--- src/design/cps_pkg.sv ---
// package for the chassis power-on sequencer: timing constants, carriers, states
// assumes a 25 MHz system clock and synchronous active-high reset
package cps_pkg;

	localparam int CLK_HZ = 25000000;
	localparam int RAIL_COUNT = 4;

	// gaps between successive rail enables, in milliseconds as specified
	localparam int GAP1_MS = 1;
	localparam int GAP2_MS = 3;
	localparam int GAP3_MS = 1;
	localparam int CYC_PER_MS = CLK_HZ / 1000;
	localparam int GAP1_CYC = GAP1_MS * CYC_PER_MS;
	localparam int GAP2_CYC = GAP2_MS * CYC_PER_MS;
	localparam int GAP3_CYC = GAP3_MS * CYC_PER_MS;

	localparam int SYNC_STAGES = 3;
	localparam logic [3:0] RAILS_OFF = 4'h0;

	// raw inputs grouped as they arrive from the chassis
	typedef struct packed {
		logic request_source_select;
		logic slot_power_request;
		logic external_power_request;
		logic power_fail;
		logic rail_12v_ok;
		logic rail_5v_ok;
		logic rail_3v3_ok;
	} cps_inputs_s;

	localparam int IN_W = $bits(cps_inputs_s);

	typedef enum logic [2:0] {
		CPS_OFF,
		CPS_GAP1,
		CPS_GAP2,
		CPS_GAP3,
		CPS_ON
	} cps_state_e;

endpackage : cps_pkg

--- src/design/cps_sync.sv ---
// three-stage input synchroniser with agreement filter for a vector of pins
// assumes every bit is asynchronous to clock_i
`timescale 1ns/10ps
module cps_sync #(
	parameter int WIDTH = 1
) (
	input wire logic clock_i,
	input wire logic sys_rst_i,
	input wire logic [WIDTH-1:0] async_i,
	output logic [WIDTH-1:0] sync_o
);
	logic [WIDTH-1:0] s1_reg;
	logic [WIDTH-1:0] s2_reg;
	logic [WIDTH-1:0] s3_reg;
	logic [WIDTH-1:0] sync_next;

	// the output only moves once stages two and three agree
	genvar g;
	generate
		for (g = 0; g < WIDTH; g++) begin : g_bit
			assign sync_next[g] = (s2_reg[g] == s3_reg[g]) ? s3_reg[g] : sync_o[g];
		end
	endgenerate

	always_ff @(posedge clock_i) begin
		if (sys_rst_i) begin
			s1_reg <= '0;
			s2_reg <= '0;
			s3_reg <= '0;
			sync_o <= '0;
		end else begin
			s1_reg <= async_i;
			s2_reg <= s1_reg;
			s3_reg <= s2_reg;
			sync_o <= sync_next;
		end
	end
endmodule : cps_sync

--- src/design/cps_sequencer.sv ---
// chassis power-on sequencer: picks a request source, ramps four rail enables, reports good
// assumes all inputs are asynchronous pins; outputs drive supply enables directly
`timescale 1ns/10ps
module cps_sequencer #(
	parameter int GAP1_CYCLES = cps_pkg::GAP1_CYC,
	parameter int GAP2_CYCLES = cps_pkg::GAP2_CYC,
	parameter int GAP3_CYCLES = cps_pkg::GAP3_CYC
) (
	input wire logic clock_i,
	input wire logic sys_rst_i,
	input wire cps_pkg::cps_inputs_s pins_i,
	output logic [cps_pkg::RAIL_COUNT-1:0] rail_enable_out_o,
	output logic rails_good_o,
	output logic sequence_done_o
);
	import cps_pkg::*;

	localparam int CNT_W = 18;

	cps_inputs_s sync_in;
	cps_state_e state_reg;
	cps_state_e state_next;
	logic [CNT_W-1:0] count_reg;
	logic [CNT_W-1:0] count_next;
	logic [RAIL_COUNT-1:0] rail_next;
	logic selected_request;
	logic run_ok;
	logic gap_done;
	logic good_next;

	// rail pattern that belongs to each stage; one table keeps the ramp steps and the hold in step
	function automatic logic [RAIL_COUNT-1:0] stage_rails(input cps_state_e st);
		logic [RAIL_COUNT-1:0] pat;
		pat = RAILS_OFF;
		case (st)
			CPS_GAP1: begin
				pat = 4'h1;
			end
			CPS_GAP2: begin
				pat = 4'h3;
			end
			CPS_GAP3: begin
				pat = 4'h7;
			end
			CPS_ON: begin
				pat = 4'hf;
			end
			default: begin
				pat = RAILS_OFF;
			end
		endcase
		return pat;
	endfunction : stage_rails

	cps_sync #(
		.WIDTH(IN_W)
	) u_sync (
		.clock_i(clock_i),
		.sys_rst_i(sys_rst_i),
		.async_i(pins_i),
		.sync_o(sync_in)
	);

	// source mux: are the two arms of it
	assign selected_request = sync_in.request_source_select ?
		sync_in.slot_power_request : sync_in.external_power_request;
	// a power fail is treated like a withdrawn request
	assign run_ok = selected_request && !sync_in.power_fail;
	assign gap_done = (count_reg == '0);
	assign good_next = sync_in.rail_12v_ok && sync_in.rail_5v_ok
		&& sync_in.rail_3v3_ok;

	always_comb begin
		state_next = state_reg;
		count_next = gap_done ? count_reg : count_reg - 1'b1;
		rail_next = rail_enable_out_o;
		if (!run_ok) begin
			// abort anywhere, even mid-ramp, so no rail is left half sequenced
			state_next = CPS_OFF;
			rail_next = RAILS_OFF;
			count_next = '0;
		end else begin
			case (state_reg)
				CPS_OFF: begin
					state_next = CPS_GAP1;
					rail_next = stage_rails(CPS_GAP1);
					count_next = CNT_W'(GAP1_CYCLES - 1);
				end
				CPS_GAP1: begin
					if (gap_done) begin
						state_next = CPS_GAP2;
						rail_next = stage_rails(CPS_GAP2);
						count_next = CNT_W'(GAP2_CYCLES - 1);
					end
				end
				CPS_GAP2: begin
					if (gap_done) begin
						state_next = CPS_GAP3;
						rail_next = stage_rails(CPS_GAP3);
						count_next = CNT_W'(GAP3_CYCLES - 1);
					end
				end
				CPS_GAP3: begin
					if (gap_done) begin
						state_next = CPS_ON;
						rail_next = stage_rails(CPS_ON);
					end
				end
				CPS_ON: begin
					// hold the full pattern; only a drop or a fail leaves this stage
					rail_next = stage_rails(CPS_ON);
				end
				default: begin
					state_next = CPS_OFF;
					rail_next = RAILS_OFF;
				end
			endcase
		end
	end

	always_ff @(posedge clock_i) begin
		if (sys_rst_i) begin
			state_reg <= CPS_OFF;
			count_reg <= '0;
			rail_enable_out_o <= RAILS_OFF;
			rails_good_o <= 1'b0;
			sequence_done_o <= 1'b0;
		end else begin
			state_reg <= state_next;
			count_reg <= count_next;
			rail_enable_out_o <= rail_next;
			rails_good_o <= good_next;
			sequence_done_o <= (state_next == CPS_ON);
		end
	end
endmodule : cps_sequencer

--- config.mk ---
export PLATFORM = sky130hd
export DESIGN_NAME = cps_sequencer
export DESIGN_NICKNAME = d
export VERILOG_FILES = /design/src/design/cps_pkg.sv /design/src/design/cps_sync.sv /design/src/design/cps_sequencer.sv
export SDC_FILE = /design/constraint.sdc
export NUM_CORES = 1
export LEC_CHECK = 0
export BUFFER_PORTS_ARGS = -buffer_cell sky130_fd_sc_hd__clkbuf_2
export CAP_MARGIN = 30
export CORE_MARGIN = 4
export CORE_UTILIZATION = 40
export DETAILED_ROUTE_END_ITERATION = 10
export PLACE_DENSITY = 0.55
export SYNTH_ARGS = -nofsm -noshare
export SYNTH_HDL_FRONTEND = slang
export SYNTH_HIERARCHICAL = 1
export SYNTH_SLANG_ARGS = --single-unit
--- constraint.sdc ---
create_clock -name clock_i -period 2.8 [get_ports clock_i]
set_input_delay 0.56 -clock clock_i [delete_from_list [all_inputs] [get_ports clock_i]]
set_output_delay 0.56 -clock clock_i [all_outputs]
set_load 0.005 [all_outputs]
==> results.cfg <==
[synth]
ys_seq_area_share_pct = 47.5
syn_area_um2 = 2320
ys_ff_latch = 55
synth_cell_types = 49
synth_area_per_cell_um2 = 9.99
synth_top_family_by_area = simple AND/OR/NAND/NOR gates
synth_mux_area_share_pct = 0.432
ys_async_sr_fraction_pct = 0
synth_edf_count = 0
synth-simple-area-share_pct = 27.6
ys.flop_type = dfxtp_1
synth_compound_area_share_pct = 14.2
netlist_instances = 232
synth_fp_nets = 244
synthAdderAreaFrac_pct = 1.62
synth_warnings = 6
synth-xor-area-share_pct = 4.54

[place]
numPortBuffers = 14
place_ws_ns = 0.760
postPlaceCellArea_um2 = 2420
dp_hpwl_mm = 2.89
place.gp.congestion = 0.774

[timing]
finalSetupTns_ns = 0
final.min_clock_period_ns = 2.07
timing_hold_violations_final = 0
setup_viol = 0
fin_ws_ns = 0.727
worst_pin_slew_ns = 0.499
rsz0062_at_grt = no
final.setup_skew_ns = 0.00448
slew_violations = 0
max_freq_mhz = 482
post-route-period-util_pct = 74.0
max_slew_margin_pct = 66.5

[pwr]
ir_worst_vdd_mv = 0.290
p_per_area_nw_per_um2 = 519
power_uw = 1310
power.leakage_uw = 0.000965

[clock_network]
cts_setup_buffers = 0
cts_sinks = 55
cts_resized = 0
root_buffer = clkbuf_8
ctsHoldBuffers = 0
clk_pin_slew_worst_paths_ns = 0.10
clock_latency_ns = 0.31
clockBufferDepth = 2
cts_buffers = 5
cts_tree = done
ctsHtreeMaxLevel = 2

[die]
fp.dieH_um = 84.1
die_area_um2 = 7070
rows = 27
start_util_pct = 41.6
core_area_um2 = 5570
die_w_um = 84.1
ios = 15

[layout]
syn_to_final_growth_pct = 8.96
drive_gt1_share_pct = 23.9
fin_area_um2 = 2520
largest_reg_flops = 18
antenna_cells = 0
final_util_pct = 45.3
nets = 258

[detailed_routing]
drt-pass1-iter-count = 4
drcViolationCount = 0
routed_via_density = 5.14
postRouteWirelength_mm = 3.99
drtIter0Drc = 110
wl_per_cell_um = 12.5
ant_nets = 0
vias = 1639

[global_route]
grt_pass1_vias = 1541
grt_antenna_before_repair = 0
grt_max_degree = 30
overflow = 0
track_usage_pct = 12.0
grt_pass1_wl_mm = 6.95

[run]
cap_violations = 0

[critical_path]
critPathMaxFanout = 8
crit_type = reg2reg
cp.required_ns = 3.03
cp.arrival_ns = 2.30
critPathLaunchType = flop
worstSetupEndpointType = flop

[status]
status = finished, final reports clean

[min_path]
holdCritPathClass = reg2reg
==> routing by layer <==
layer	share of wire [%]	up-vias	global-route usage, %
met5	0	-	0
met3	3.8	6	4.15
met2	48	24	19.9
met1	47	764	14.7
li1	-	845	-
met4	1.2	0	3.51
==> through the flow <==
step / hold slack, ns / instances
3_5_place_dp: 0.424 / 311
3_3_place_gp: 0.414 / 311
2_1_floorplan: 0.414 / 232
4_1_cts: 0.429 / 319
6_report: 0.444 / 319
5_1_grt: 0.435 / 319
==> logic make-up after synthesis <==
| group | count (synthesis) |
|---|---|
| AND/OR/NAND/NOR | 96 |
| flip-flops | 55 |
| AO/OA/AOI/OAI | 49 |
| buffers and inverters | 16 |
| XOR/XNOR | 12 |
| adder cells (fa/ha/maj) | 3 |
| multiplexers | 1 |
==> layout make-up <==
class | count | area, µm²
fillers | 557 | 3050
multi-input cells | 161 | 1120
flip-flops and latches | 55 | 1100
well taps | 72 | 90.1
repair buffers | 16 | 85.1
clock buffers | 6 | 82.6
inverters | 7 | 26.3
clock inverters | 2 | 17.5
==> power breakdown <==
| part | internal [µW] | switching (µW) |
|---|---|---|
| Sequential | 794 | 4.26 |
| Combinational | 20.0 | 19.1 |
| Clock | 207 | 266 |
==> worst max-delay path, cell delays in order, from the launching register on <==
cell and delay (ns):
dfxtp_1 0.34, inv_1 0.09, ha_1 0.14, nor3b_2 0.23
nand2_1 0.24, nor2_4 0.28, inv_2 0.12, ha_1 0.29
nor2_1 0.04, a311oi_1 0.22
==> path summary, 6_finish.rpt <==
check / start / end / slack (ns) / cells after the start
min: u_sync/s1_reg[5] / u_sync/s2_reg[5] / 0.44 / 1
max reg2reg: count_reg[0] / count_reg[0] / 0.73 / 9
min reg2reg: u_sync/s1_reg[5] / u_sync/s2_reg[5] / 0.44 / 1
max: count_reg[0] / count_reg[0] / 0.73 / 9
==> cell usage in the layout, fill, tap and decap left out, types with 3 or more instances in the layout <==
cell	Yosys	routed
a21oi_2	7	7
nand2_1	18	18
a311oi_1	5	5
ha_1	3	3
clkbuf_8	0	6
nor2b_4	4	4
nor3_2	3	3
nor2b_1	5	5
xnor2_1	9	9
dfxtp_1	55	55
or3_1	3	3
nor2_1	20	20
xor2_1	3	3
inv_1	6	6
a21oi_1	12	12
nor4_1	4	4
a211oi_1	3	3
nor2b_2	9	9
clkbuf_2	0	14
and2b_1	3	3
a31oi_1	4	4
o21ai_0	10	10
nor3_1	9	9
==> cell usage after synthesis (3+ instances only) <==
master | n | area [µm²]
or3_1 | 3 | 18.8
clkbuf_1 | 3 | 11.3
a21oi_1 | 12 | 60.1
nand2_1 | 18 | 67.6
nor3_2 | 3 | 30.0
nor3_1 | 9 | 45.0
dfxtp_1 | 55 | 1100
nor2b_4 | 4 | 55.1
nor2_1 | 20 | 75.1
a211oi_1 | 3 | 22.5
xor2_1 | 3 | 26.3
a311oi_1 | 5 | 43.8
nor2b_2 | 9 | 78.8
a31oi_1 | 4 | 25.0
nor4_1 | 4 | 25.0
inv_1 | 6 | 22.5
nor2b_1 | 5 | 31.3
ha_1 | 3 | 37.5
o21ai_0 | 10 | 50.1
xnor2_1 | 9 | 78.8
a21oi_2 | 7 | 61.3
and2b_1 | 3 | 22.5
(Power assumes the default switching activity.)
